--- src/design/usart_clk_map.svh ---
// Offsets, field positions, reset values and counts for the serial clock and frame block.
// Assumes a 32-bit APB slave with one aligned word per register.
`ifndef USART_CLK_MAP_SVH
`define USART_CLK_MAP_SVH

// Register byte addresses
`define OFS_CTRL_A        12'h000
`define OFS_CTRL_B        12'h004
`define OFS_CTRL_C        12'h008
`define OFS_DIV_LOW       12'h00C
`define OFS_DIV_HIGH      12'h010
`define OFS_DATA          12'h014
`define OFS_STATUS        12'h018

// Control A fields
`define A_DOUBLE_SPEED    1
`define A_TX_COMPLETE     6
`define A_RX_COMPLETE     7
// Control B fields
`define B_TX_BIT8         0
`define B_RX_BIT8         1
`define B_CHAR_SIZE_HI    2
`define B_RX_ENABLE       4
`define B_TX_ENABLE       3
// Control C fields
`define C_CLOCK_POLARITY  0
`define C_CHAR_SIZE_LO    1
`define C_STOP_BITS       3
`define C_PARITY_MODE     4
`define C_SYNC_MODE       6
`define C_CLOCK_DIR       7
// Status fields
`define S_FRAME_ERROR     0
`define S_PARITY_ERROR    1
`define S_TX_BUSY         2
`define S_RX_BUSY         3

// Reset values
`define RST_CTRL_C        8'h06
`define RST_DIVISOR       12'h000

// Sample counts per bit by mode, nine-bit size code and parity codes
`define STATES_NORMAL     5'd16
`define STATES_DOUBLE     5'd8
`define STATES_SYNC       5'd2
`define CHAR_SIZE_NINE    3'h7
`define PARITY_EVEN       2'h2
`define PARITY_ODD        2'h3

`endif

--- src/design/usart_clk_pkg.sv ---
// Types shared by the serial clock and frame block.
// Assumes nothing beyond a SystemVerilog compiler.
`default_nettype none
package usart_clk_pkg;
  // Clocking modes
  typedef enum logic [1:0] {
    MODE_ASYNC_NORMAL = 2'b00,
    MODE_ASYNC_DOUBLE = 2'b01,
    MODE_SYNC_MASTER  = 2'b10,
    MODE_SYNC_SLAVE   = 2'b11
  } clk_mode_t;
  // Frame phases for transmitter and receiver
  typedef enum logic [2:0] {
    PH_IDLE   = 3'b000,
    PH_START  = 3'b001,
    PH_DATA   = 3'b010,
    PH_PARITY = 3'b011,
    PH_STOP1  = 3'b100,
    PH_STOP2  = 3'b101
  } phase_t;
endpackage
`default_nettype wire

--- src/design/usart_clk_frame.sv ---
// Serial clock generation and frame handling with an APB register slave.
// Assumes one clock, inputs synchronous to ref_clk except transfer_clock_in.
//
// How it works
// Four clock modes; sync select picks synchronous
// Clock pin direction picks master or slave
// Clock pin idle in asynchronous modes
// Down-counter reloads at zero or low write
// Tick each zero: rate clock over divisor+1
// Transmit divides ticks by 16, 8, 2
// Receiver runs on ticks, 16/8/2 states
// Divisor twelve bits from high and low
// Double speed ignored in synchronous modes
// Double speed halves divider and samples
// Slave clock synchronised then edge detected
// Peer keeps slave clock below quarter rate
// Sample on edge opposite to change edge
// Polarity clear: change rising, sample falling
// Five to nine bits, parity, stops
// Start, data LSB first, parity, stops
// Back-to-back frames or idle high
// Frame settings shared by both directions
// Only first stop bit checked for error
// Parity is data XOR, inverted for odd
// Software idles link before changing settings
// Size seven means nine bits, separate bit
// Parity only when upper mode bit set
// Size 0-3 is 5-8; parity 2 even, 3 odd
// Master drives transmit bit clock on pin
`default_nettype none
`include "usart_clk_map.svh"
module usart_clk_frame (
  input  wire logic                    ref_clk,
  input  wire logic                    arst_n,
  input  wire logic                    clk_en,
  input  wire logic                    psel,
  input  wire logic                    penable,
  input  wire logic                    pwrite,
  input  wire logic [11:0]             paddr,
  input  wire logic [31:0]             pwdata,
  output logic      [31:0]             prdata,
  output logic                         pready,
  output logic                         pslverr,
  input  wire logic                    serial_in_pin,
  output logic                         serial_out_pin,
  input  wire logic                    transfer_clock_in,
  output logic                         transfer_clock_out,
  output logic                         transfer_clock_oe,
  output usart_clk_pkg::clk_mode_t     clock_mode
);
  import usart_clk_pkg::*;

  // Software settings, buffers and status flags
  logic        double_speed;        // Async rate doubling
  logic        tx_complete_flag;    // Frame out, nothing queued
  logic        rx_complete_flag;    // Unread character held
  logic        tx_bit8;             // Ninth transmit bit
  logic        tx_enable;           // Transmitter on
  logic        rx_enable;           // Receiver on
  logic [7:0]  ctrl_c;              // Mode, format, polarity
  logic        char_size_hi;        // Upper char_size bit
  logic [11:0] baud_divisor;        // Divider value
  logic [8:0]  tx_buf;              // Pending character
  logic        tx_buf_full;         // Pending character valid
  logic [8:0]  rx_buf;              // Received character
  logic        frame_error_flag;    // First stop bit was low
  logic        parity_error;        // Parity mismatch

  // Decoded configuration
  wire         sync_mode_select    = ctrl_c[`C_SYNC_MODE];
  wire         clock_pin_direction = ctrl_c[`C_CLOCK_DIR];
  wire         sync_clock_polarity = ctrl_c[`C_CLOCK_POLARITY];
  wire         stop_bits_select    = ctrl_c[`C_STOP_BITS];
  wire [1:0]   parity_mode         = ctrl_c[`C_PARITY_MODE+:2];
  wire [2:0]   char_size           = {char_size_hi, ctrl_c[`C_CHAR_SIZE_LO+:2]};
  // Mode selection: double speed only counts when asynchronous
  wire         eff_double          = double_speed & ~sync_mode_select;
  wire         is_master           = sync_mode_select & clock_pin_direction;
  wire         is_slave            = sync_mode_select & ~clock_pin_direction;
  wire clk_mode_t next_mode        = sync_mode_select ? (clock_pin_direction ? MODE_SYNC_MASTER
                                     : MODE_SYNC_SLAVE) : (eff_double ? MODE_ASYNC_DOUBLE
                                     : MODE_ASYNC_NORMAL);
  // Samples per bit by mode
  wire [4:0]   bit_states          = sync_mode_select ? `STATES_SYNC
                                     : (eff_double ? `STATES_DOUBLE : `STATES_NORMAL);
  // Data bits per character: 0-3 give 5-8, 7 gives nine
  wire [3:0]   nbits               = (char_size == `CHAR_SIZE_NINE) ? 4'h9
                                     : (4'h5 + {2'h0, char_size[1:0]});
  wire         parity_on           = parity_mode[1];
  wire         parity_odd          = (parity_mode == `PARITY_ODD);

  // APB decode
  wire         apb_setup_wr        = psel & ~penable & pwrite;
  wire         apb_wr              = psel & penable & pwrite & pready;
  wire         apb_rd              = psel & ~penable & ~pwrite;
  wire         hit_a               = (paddr == `OFS_CTRL_A);
  wire         hit_b               = (paddr == `OFS_CTRL_B);
  wire         hit_c               = (paddr == `OFS_CTRL_C);
  wire         hit_lo              = (paddr == `OFS_DIV_LOW);
  wire         hit_hi              = (paddr == `OFS_DIV_HIGH);
  wire         hit_data            = (paddr == `OFS_DATA);
  wire         hit_stat            = (paddr == `OFS_STATUS);
  wire         mapped              = hit_a | hit_b | hit_c | hit_lo | hit_hi | hit_data | hit_stat;
  wire         wr_lo               = apb_wr & hit_lo;
  wire         wr_data             = apb_wr & hit_data;
  wire         rd_data             = apb_rd & hit_data;

  // Baud down-counter
  logic [11:0] baud_count;          // Counts toward zero
  wire         baud_tick           = (baud_count == 12'h000);

  // Slave clock synchroniser and edge detector
  logic        xck_meta;            // First stage, read only by second
  logic        xck_sync;            // Second stage
  logic        xck_prev;            // Edge detector history
  wire         xck_rise            = xck_sync & ~xck_prev;
  wire         xck_fall            = ~xck_sync & xck_prev;

  // Transmit bit clock divider
  logic [3:0]  tx_div;              // Tick count within one bit
  logic        master_clk;          // Generated transfer clock level
  wire         tx_div_end          = baud_tick & (tx_div == 4'(bit_states - 5'd1));
  // Master clock edges: each tick toggles, period is two ticks
  wire         m_rise              = is_master & baud_tick & ~master_clk;
  wire         m_fall              = is_master & baud_tick & master_clk;
  wire         sync_rise           = is_slave ? xck_rise : m_rise;
  wire         sync_fall           = is_slave ? xck_fall : m_fall;
  // Change edge and sample edge swap with polarity
  wire         sync_change         = sync_clock_polarity ? sync_fall : sync_rise;
  wire         sync_sample         = sync_clock_polarity ? sync_rise : sync_fall;
  wire         tx_step             = sync_mode_select ? sync_change : tx_div_end;

  // Transmitter state
  phase_t      tx_ph;               // Current frame part
  logic [8:0]  tx_shift;            // Bits still to send
  logic [3:0]  tx_cnt;              // Data bits sent
  logic        tx_par;              // Running parity
  wire         tx_last             = (tx_cnt == nbits - 4'h1);
  wire         tx_load             = tx_buf_full & tx_enable;
  phase_t      next_tx_ph;
  always_comb begin
    // Next transmit phase at each bit boundary
    case (tx_ph)
      PH_IDLE:   next_tx_ph = tx_load ? PH_START : PH_IDLE;
      PH_START:  next_tx_ph = PH_DATA;
      PH_DATA:   next_tx_ph = !tx_last ? PH_DATA : (parity_on ? PH_PARITY : PH_STOP1);
      PH_PARITY: next_tx_ph = PH_STOP1;
      PH_STOP1:  next_tx_ph = stop_bits_select ? PH_STOP2 : (tx_load ? PH_START : PH_IDLE);
      PH_STOP2:  next_tx_ph = tx_load ? PH_START : PH_IDLE;
      default:   next_tx_ph = PH_IDLE;
    endcase
  end
  wire         tx_start            = tx_step & (next_tx_ph == PH_START);
  wire         tx_done             = tx_step & (next_tx_ph == PH_IDLE) & (tx_ph != PH_IDLE);

  // Receiver state
  phase_t      rx_ph;               // Current frame part
  logic [3:0]  rx_sub;              // Sample slot within bit
  logic [3:0]  rx_cnt;              // Data bits taken
  logic [8:0]  rx_shift;            // Assembled character
  logic        rx_par;              // Running parity
  wire [3:0]   rx_mid              = 4'(bit_states[4:1]);
  wire         rx_async_smp        = baud_tick & (rx_sub == 4'(rx_mid - 4'h1));
  wire         rx_smp              = sync_mode_select ? sync_sample : rx_async_smp;
  wire         rx_last             = (rx_cnt == nbits - 4'h1);

  // Register writes and flags
  always_ff @(posedge ref_clk or negedge arst_n) begin
    if (!arst_n) begin
      double_speed     <= 1'b0;
      tx_bit8          <= 1'b0;
      tx_enable        <= 1'b0;
      rx_enable        <= 1'b0;
      ctrl_c           <= `RST_CTRL_C;
      char_size_hi     <= 1'b0;
      baud_divisor     <= `RST_DIVISOR;
      tx_buf           <= 9'h000;
      tx_buf_full      <= 1'b0;
      tx_complete_flag <= 1'b0;
    end else if (clk_en) begin
      // Control writes
      if (apb_wr & hit_a) begin
        double_speed <= pwdata[`A_DOUBLE_SPEED];
      end
      if (apb_wr & hit_b) begin
        tx_bit8      <= pwdata[`B_TX_BIT8];
        tx_enable    <= pwdata[`B_TX_ENABLE];
        rx_enable    <= pwdata[`B_RX_ENABLE];
        char_size_hi <= pwdata[`B_CHAR_SIZE_HI];
      end
      if (apb_wr & hit_c) begin
        ctrl_c <= pwdata[7:0];
      end
      // Divisor halves
      if (wr_lo) begin
        baud_divisor[7:0] <= pwdata[7:0];
      end
      if (apb_wr & hit_hi) begin
        baud_divisor[11:8] <= pwdata[3:0];
      end
      // Transmit buffer: ninth bit from control B
      if (wr_data) begin
        tx_buf      <= {tx_bit8, pwdata[7:0]};
        tx_buf_full <= 1'b1;
      end else if (tx_start) begin
        tx_buf_full <= 1'b0;
      end
      // Completion flag: set wins over write-one clear
      if (tx_done & ~tx_buf_full) begin
        tx_complete_flag <= 1'b1;
      end else if (apb_wr & hit_a & pwdata[`A_TX_COMPLETE]) begin
        tx_complete_flag <= 1'b0;
      end
    end
  end

  // Baud generator: reload at zero or on divisor low write
  always_ff @(posedge ref_clk or negedge arst_n) begin
    if (!arst_n) begin
      baud_count <= `RST_DIVISOR;
    end else if (clk_en) begin
      if (wr_lo) begin
        baud_count <= {baud_divisor[11:8], pwdata[7:0]};
      end else if (baud_tick) begin
        baud_count <= baud_divisor;
      end else begin
        baud_count <= baud_count - 12'h001;
      end
    end
  end

  // Slave clock synchroniser, used only in slave mode
  always_ff @(posedge ref_clk or negedge arst_n) begin
    if (!arst_n) begin
      xck_meta <= 1'b0;
      xck_sync <= 1'b0;
      xck_prev <= 1'b0;
    end else if (clk_en) begin
      xck_meta <= transfer_clock_in;
      xck_sync <= xck_meta;
      xck_prev <= xck_sync;
    end
  end

  // Transmit divider and master clock
  always_ff @(posedge ref_clk or negedge arst_n) begin
    if (!arst_n) begin
      tx_div     <= 4'h0;
      master_clk <= 1'b0;
    end else if (clk_en) begin
      if (baud_tick) begin
        tx_div <= tx_div_end ? 4'h0 : tx_div + 4'h1;
      end
      if (!is_master) begin
        master_clk <= sync_clock_polarity;
      end else if (baud_tick) begin
        master_clk <= ~master_clk;
      end
    end
  end

  // Transmit shifter
  always_ff @(posedge ref_clk or negedge arst_n) begin
    if (!arst_n) begin
      tx_ph          <= PH_IDLE;
      tx_shift       <= 9'h000;
      tx_cnt         <= 4'h0;
      tx_par         <= 1'b0;
      serial_out_pin <= 1'b1;
    end else if (clk_en && tx_step) begin
      tx_ph <= next_tx_ph;
      case (next_tx_ph)
        PH_START: begin
          tx_shift       <= tx_buf;
          tx_cnt         <= 4'h0;
          tx_par         <= 1'b0;
          serial_out_pin <= 1'b0;
        end
        PH_DATA: begin
          serial_out_pin <= tx_shift[0];
          tx_par         <= tx_par ^ tx_shift[0];
          tx_shift       <= {1'b0, tx_shift[8:1]};
          tx_cnt         <= (tx_ph == PH_DATA) ? tx_cnt + 4'h1 : 4'h0;
        end
        PH_PARITY: begin
          serial_out_pin <= tx_par ^ parity_odd;
        end
        default: begin
          serial_out_pin <= 1'b1;
        end
      endcase
    end
  end

  // Receiver: start detect, mid-bit or clock-edge sampling
  always_ff @(posedge ref_clk or negedge arst_n) begin
    if (!arst_n) begin
      rx_ph            <= PH_IDLE;
      rx_sub           <= 4'h0;
      rx_cnt           <= 4'h0;
      rx_shift         <= 9'h000;
      rx_par           <= 1'b0;
      rx_buf           <= 9'h000;
      rx_complete_flag <= 1'b0;
      frame_error_flag <= 1'b0;
      parity_error     <= 1'b0;
    end else if (clk_en) begin
      if (!sync_mode_select && baud_tick) begin
        rx_sub <= (rx_ph == PH_IDLE || rx_sub == 4'(bit_states - 5'd1)) ? 4'h0 : rx_sub + 4'h1;
      end
      if (rx_ph == PH_IDLE) begin
        if (rx_enable && !serial_in_pin && (sync_mode_select ? rx_smp : baud_tick)) begin
          rx_ph  <= sync_mode_select ? PH_DATA : PH_START;
          rx_cnt <= 4'h0;
          rx_par <= 1'b0;
        end
      end else if (rx_smp) begin
        case (rx_ph)
          PH_START: begin
            rx_ph <= serial_in_pin ? PH_IDLE : PH_DATA;
          end
          PH_DATA: begin
            rx_shift <= {serial_in_pin, rx_shift[8:1]};
            rx_par   <= rx_par ^ serial_in_pin;
            rx_cnt   <= rx_cnt + 4'h1;
            if (rx_last) begin
              rx_ph <= parity_on ? PH_PARITY : PH_STOP1;
            end
          end
          PH_PARITY: begin
            parity_error <= (rx_par ^ parity_odd) != serial_in_pin;
            rx_ph        <= PH_STOP1;
          end
          default: begin
            // Only the first stop bit is checked
            frame_error_flag <= ~serial_in_pin;
            rx_buf           <= {rx_shift >> (4'h9 - nbits)};
            rx_complete_flag <= 1'b1;
            rx_ph            <= PH_IDLE;
          end
        endcase
        if (rx_ph != PH_PARITY && !parity_on) begin
          parity_error <= 1'b0;
        end
      end
      // Reading data clears, a new character wins
      if (rd_data && !(rx_smp && rx_ph == PH_STOP1)) begin
        rx_complete_flag <= 1'b0;
      end
    end
  end

  // Read mux
  wire [31:0] rd_value = hit_a    ? {24'h0, rx_complete_flag, tx_complete_flag, ~tx_buf_full, 3'h0,
                                     double_speed, 1'b0}
                       : hit_b    ? {24'h0, 3'h0, rx_enable, tx_enable, char_size_hi, rx_buf[8], tx_bit8}
                       : hit_c    ? {24'h0, ctrl_c}
                       : hit_lo   ? {24'h0, baud_divisor[7:0]}
                       : hit_hi   ? {28'h0, baud_divisor[11:8]}
                       : hit_data ? {24'h0, rx_buf[7:0]}
                       : hit_stat ? {28'h0, rx_ph != PH_IDLE, tx_ph != PH_IDLE, parity_error, frame_error_flag}
                       : 32'h0000_0000;

  // APB answer: no wait state, registered outputs
  always_ff @(posedge ref_clk or negedge arst_n) begin
    if (!arst_n) begin
      prdata  <= 32'h0000_0000;
      pready  <= 1'b0;
      pslverr <= 1'b0;
    end else if (clk_en) begin
      pready  <= psel & ~penable;
      pslverr <= psel & ~penable & ~mapped;
      if (apb_rd) begin
        prdata <= rd_value;
      end
    end
  end

  // Pin outputs: clock pin idle unless synchronous master
  always_ff @(posedge ref_clk or negedge arst_n) begin
    if (!arst_n) begin
      transfer_clock_out <= 1'b0;
      transfer_clock_oe  <= 1'b0;
      clock_mode         <= MODE_ASYNC_NORMAL;
    end else if (clk_en) begin
      transfer_clock_out <= is_master & master_clk;
      transfer_clock_oe  <= is_master;
      clock_mode         <= next_mode;
    end
  end
endmodule
`default_nettype wire

--- config.mk ---
export PLATFORM = sky130hd
export DESIGN_NAME = usart_clk_frame
export DESIGN_NICKNAME = d
export VERILOG_FILES = /design/src/design/usart_clk_pkg.sv /design/src/design/usart_clk_frame.sv
export VERILOG_INCLUDE_DIRS = /design/src /design/src/design
export SDC_FILE = /design/constraint.sdc
export NUM_CORES = 1
export LEC_CHECK = 0
export BUFFER_PORTS_ARGS = -buffer_cell sky130_fd_sc_hd__buf_2
export CAP_MARGIN = 20
export CORE_ASPECT_RATIO = 1.5
export CORE_UTILIZATION = 58
export DETAILED_ROUTE_END_ITERATION = 10
export GPL_TIMING_DRIVEN = 0
export HOLD_SLACK_MARGIN = 0.02
export PLACE_DENSITY = 0.87
export SLEW_MARGIN = 20
export SYNTH_ARGS = -nofsm -noshare
export SYNTH_HDL_FRONTEND = slang
export SYNTH_SLANG_ARGS = --single-unit
--- constraint.sdc ---
create_clock -name ref_clk -period 4.6 [get_ports ref_clk]
set_clock_uncertainty 0.1 [all_clocks]
set_input_delay 0.69 -clock ref_clk [delete_from_list [all_inputs] [get_ports ref_clk]]
set_output_delay 0.69 -clock ref_clk [all_outputs]
set_load 0.03 [all_outputs]
-- Word level (Yosys, flattened, before mapping)
Index checks and enable logic that the tools add are counted.
- input bits: 52
- output and inout port bits: 39
- logic and storage cells: 240
- bits in registers: 145
- equal/unequal tests: 32
- mux-type cells: 61
- add/sub/neg operators: 10
- bitwise gates (word level): 52
- shift operators: 1
- reductions and logical operators: 47
- operators by type and width (operator ; count):
    8-bit two-way mux ; 6
    12-bit by 5-bit equality test with 1-bit output, second input constant ; 3
    4-bit two-way mux ; 9
    1-bit AND ; 30
    1-bit two-way mux ; 26
    2-bit AND reduction ; 13
    12-bit by 4-bit equality test with 1-bit output, second input constant ; 2
    12-bit logical NOT ; 2
    12-bit two-way mux ; 2
    4-bit AND reduction ; 6
    3-bit two-way mux ; 7
    4-bit equality test ; 5
    3-bit by 2-bit equality test with 1-bit output, second input constant ; 6
    9-bit case mux with 2 select lines ; 1
    4-bit by 1-bit adder with 4-bit output, second input constant ; 4
    3-bit case mux with 5 select lines ; 1
    2-bit nonzero test ; 7
    12-bit by 3-bit equality test with 1-bit output, second input constant ; 1
    3-bit equality test, second input constant ; 4
    1-bit inverter ; 12
    12-bit by 1-bit subtractor with 12-bit output, second input constant ; 1
    4-bit by 1-bit subtractor with 4-bit output, second input constant ; 3
    5-bit two-way mux ; 2
    3-bit by 1-bit equality test with 1-bit output, second input constant ; 3
    other kinds (22) ; 47

-- Logic depth before layout (Yosys ltp)
- depth in word-level cells: 13
- depth in mapped cells: 11
- mapped depth without buffers: 9

-- Worst setup path after synthesis
OpenSTA, ideal clock, no wires.
- kind: reg2reg
- start point: register ctrl_c[1]
- end point: register tx_shift[1]
- path buffers: 2
- stages on the path, launching flop included: 12
- setup slack: 1638 ps
- arrival: 2742 ps
- period minus slack after synthesis: 2962 ps
- setup time: 121 ps
- required time: 4379 ps
- cell sequence: dfstp_2 > inv_1 > ha_1 > buf_2 > xor2_1 > or3_1 > a211oi_2 > a21boi_1 > clkbuf_1 > a222oi_1 > a21boi_0 > o21ai_1
- cells in the longest elaborated chain, start to end: 9
- elaborated cells between the ends (all ways): 12
- classes of those cells: add/sub (2); eq/ne (4); mux (4); reduce/logical (2)
- RTL lines (what ; line ; RTL):
    from (decl) ; usart_clk_frame.sv:60 ; logic [7:0] ctrl_c;
    from (signal assigned) ; usart_clk_frame.sv:174 ; ctrl_c <= `RST_CTRL_C;
    from (signal assigned) ; usart_clk_frame.sv:192 ; ctrl_c <= pwdata[7:0];
    3-bit by 2-bit adder with 4-bit output / 3-bit equality test (equally long branches) ; -- ;
    4-bit two-way mux (*) ; usart_clk_frame.sv:87 ; wire [3:0] nbits = (char_size == `CHAR_SIZE_NINE) ? 4'h9
    4-bit by 1-bit subtractor with 4-bit output (*) ; usart_clk_frame.sv:138 ; wire tx_last = (tx_cnt == nbits - 4'h1);
    4-bit equality test (*) ; usart_clk_frame.sv:138 ;
    3-bit two-way mux (*) ; usart_clk_frame.sv:146 ; PH_DATA: next_tx_ph = !tx_last ? PH_DATA : (parity_on ? PH_PARITY : PH_STOP1);
    3-bit case mux with 5 select lines (*) ; usart_clk_frame.sv:143 ; case (tx_ph)
    3-bit by 1-bit equality test with 1-bit output / 3-bit by 2-bit equality test with 1-bit output (equally long branches) ; usart_clk_frame.sv:272 ; case (next_tx_ph)
    2-bit nonzero test (no source line) ; -- ;
    2-bit AND reduction (no source line) ; -- ;
    to (signal assigned) ; usart_clk_frame.sv:274 ; tx_shift <= tx_buf;
    to (signal assigned) ; usart_clk_frame.sv:282 ; tx_shift <= {1'b0, tx_shift[8:1]};
    to (decl) ; usart_clk_frame.sv:135 ; logic [8:0] tx_shift;
Mark *: on every way between the ends. The rest lies on a longest branch, timed or not.
A chain may end at the register's enable or synchronous reset.

-- Final worst setup path
- start point: register ctrl_c[1]
- end point: register tx_shift[3]
The elaborated chain is that of the path after synthesis.

==> results.json <==
{
  "h-tree-depth": 4,
  "hold_path.class": "in2async",
  "yosys_warnings": 0,
  "drt_iter0_markers": 567,
  "hold_viol_final": 0,
  "clock_latency_ns": 0.41,
  "critical_path_depth": 11,
  "hold_buffers": 0,
  "synth_area_mm2": 0.00691,
  "drive_above_1_share_pct": 19.4,
  "finalWeightedCongestion": 0.914,
  "synth.area.top_cells": "dfrtp_1 43%, mux2_2 5.4%, nand2_1 4.6%, o21ai_0 4.4%, nor2_1 2.7%",
  "pin_count": 91,
  "drv_cap": 0,
  "coreArea_mm2": 0.0115,
  "p_total_w": 0.00376,
  "die_h_um": 136,
  "synth_top_area_cell": "dfrtp_1",
  "path_cells": "inv_1, ha_1, buf_2, xor2_1, or3_1, a211oi_2, a21boi_1, clkbuf_1, a222oi_1, a21boi_0, o21ai_1",
  "worst_pin_slew_ns": 0.997,
  "synth_xor_area_share_pct": 2.28,
  "dp_hpwl_um": 13000,
  "vdd_drop_max_v": 0.000258,
  "crit_required_ns": 4.80,
  "cts_setup_buffers": 0,
  "ant_nets": 0,
  "slew_viol_final": 0,
  "synth_area_per_cell_um2": 9.51,
  "grt_pass1_vias": 6164,
  "num_vias": 6199,
  "layout.nets": 868,
  "powerDensity_mw_per_mm2": 467,
  "synth_compound_area_share_pct": 20.5,
  "r2r_cells": 11,
  "hold_slack_ns": 0.0922,
  "cpMaxStageDelayCell": "dfstp_2",
  "finalCritPeriodShare_pct": 76.3,
  "wl_um": 18400,
  "critical_path_buf_inv_count": 3,
  "synth-edff-count": 0,
  "antenna_found_initial": 0,
  "slew_headroom_pct": 33.0,
  "place_inst": 939,
  "grt_max_degree": 77,
  "period_minus_slack_ns": 3.51,
  "wire_per_inst_um": 18.9,
  "port_buffers": 39,
  "cts_tree": "done",
  "max_freq_mhz": 285,
  "grt_pass1_wl_um": 29800,
  "ys_types": 74,
  "clkTransAtPathRegs_ns": 0.06,
  "numCtsBuffers": 17,
  "synth_most_common_cell": "dfrtp_1",
  "slowest_delay_ns": 0.59,
  "num_antenna_cells": 0,
  "ys_seq_area_share_pct": 43.9,
  "synth-main-ff-cell": "dfrtp_1",
  "rows": 48,
  "setup_tns_ns": 0,
  "root_buffer": "clkbuf_16",
  "grt_usage_pct": 31.0,
  "cp_top_family": "compound AO/OA/AOI/OAI gates",
  "die_area_mm2": 0.0124,
  "cts_resized": 0,
  "synthArstFlopShare_pct": 100,
  "via_per_inst": 6.38,
  "die_x_um": 91.1,
  "start_util_pct": 59.9,
  "cp.arrival_ns": 3.71,
  "cp_max_fo": 10,
  "fin_cells": 971,
  "firstDrtPassIters": 6,
  "synth_top_family_by_area": "compound AO/OA/AOI/OAI gates",
  "gr-total-overflow": 0,
  "synth-adder-area-share_pct": 1.45,
  "setup_viol": 0,
  "yosys.area_share.simple_pct": 16.5,
  "status": "finished clean",
  "leakage_nw": 3.57,
  "crit_path_start_kind": "flop",
  "ys_ff_latch": 121,
  "crit_type": "reg2reg",
  "cp-end-kind": "flop",
  "syn_to_final_growth_pct": 16.4,
  "synth_top_area_share_pct": 42.8,
  "clk_path_buf_depth": 2,
  "cts_sinks": 121,
  "drcViolationCount": 0,
  "synthMuxAreaShare_pct": 8.75,
  "rsz0062_at_grt": "false",
  "synthTopCellsByCount": "118 x dfrtp_1, 84 x nand2_1, 61 x o21ai_0, 50 x nor2_1, 33 x mux2_2",
  "syn_inst": 726
}
==> layout by cell type (no fill, tap or decap), types with 9 or more instances in the layout <==
cell type,count
a22o_1,12
a21oi_1,27
nor2_1,50
a222oi_1,13
clkbuf_16,17
nor4_1,9
buf_2,42
conb_1,24
nor3_1,14
inv_1,31
nand2b_1,12
dfrtp_1,118
xnor2_1,13
nand3_1,16
o21ai_1,11
mux2_2,33
buf_4,24
mux2i_1,12
o21ai_0,61
nand2_1,84
clkbuf_1,30
==> area by class of cell <==
class | instances | area, um2
Clock buffer | 20 | 457
Tap cell | 150 | 188
Sequential cell | 121 | 3030
Buffer | 61 | 339
Timing Repair Buffer | 40 | 229
Fill cell | 860 | 3490
Clock inverter | 12 | 173
Inverter | 31 | 116
Multi-Input combinational cell | 536 | 3500
==> path summary, 6_finish.rpt <==
check                                      start                      end  slack (ns)
setup / recovery           ctrl_c[1]$_DFFE_PN1P_  tx_shift[3]$_DFFE_PN0P_        1.09
hold / removal                            arst_n  tx_shift[3]$_DFFE_PN0P_        0.09
setup reg to reg           ctrl_c[1]$_DFFE_PN1P_  tx_shift[3]$_DFFE_PN0P_        1.09
hold reg to reg            prdata[4]$_DFFE_PN0P_    prdata[4]$_DFFE_PN0P_        0.39
max in group asynchronous                 arst_n    ctrl_c[2]$_DFFE_PN1P_        3.56
min in group ref_clk       prdata[4]$_DFFE_PN0P_    prdata[4]$_DFFE_PN0P_        0.39
==> sequential cells by signal, indices dropped and copies added, names as in the netlist, 8 cells and up <==
name          count
tx_shift          9
rx_buf            9
rx_shift          9
tx_buf            9
baud_count       12
baud_divisor     12
prdata            8
ctrl_c            8
==> cell families after synthesis <==
logic type	after synthesis
adders and majority gates	8
muxes	53
AOI/OAI and AO/OA	206
DFF	121
other	1
xor gates and xnor gates	18
buffers and inverters	92
and+or+nand+nor	227
==> power by group <==
part | internal (W) | switching [W]
registers | 0.00124 | 0.000167
logic | 0.000356 | 0.000593
clock network | 0.000932 | 0.000476
total | 0.00252 | 0.00123
==> metrics by stage <==
stage	utilization, %	instance area, um2	worst slack [ns]
6_report	69.7	8040	1.09
2_1_floorplan	-	6990	1.64
5_1_grt	69.7	8040	0.976
3_3_place_gp	64.0	7370	1.30
3_5_place_dp	64.2	7410	1.21
4_1_cts	69.7	8040	1.19
==> routing by layer <==
metal  up-vias  share of wire, %  global-route usage [%]
met4         0               5.7                    22.0
met3        86               7.2                    6.79
met2       366                51                    53.2
met1      2971                36                    34.0
met5         -                 0                       0
li1       2776                 -                       -
==> worst reg2reg max path, cell delays in order (launching register included) <==
cell and delay [ns]:
dfstp_2 0.59, inv_1 0.07, ha_1 0.28, buf_2 0.20
xor2_1 0.19, or3_1 0.34, a211oi_2 0.37, a21boi_1 0.19
clkbuf_1 0.31, a222oi_1 0.41, a21boi_0 0.27, o21ai_1 0.08
Note: power is estimated with default switching activity, not from simulation.
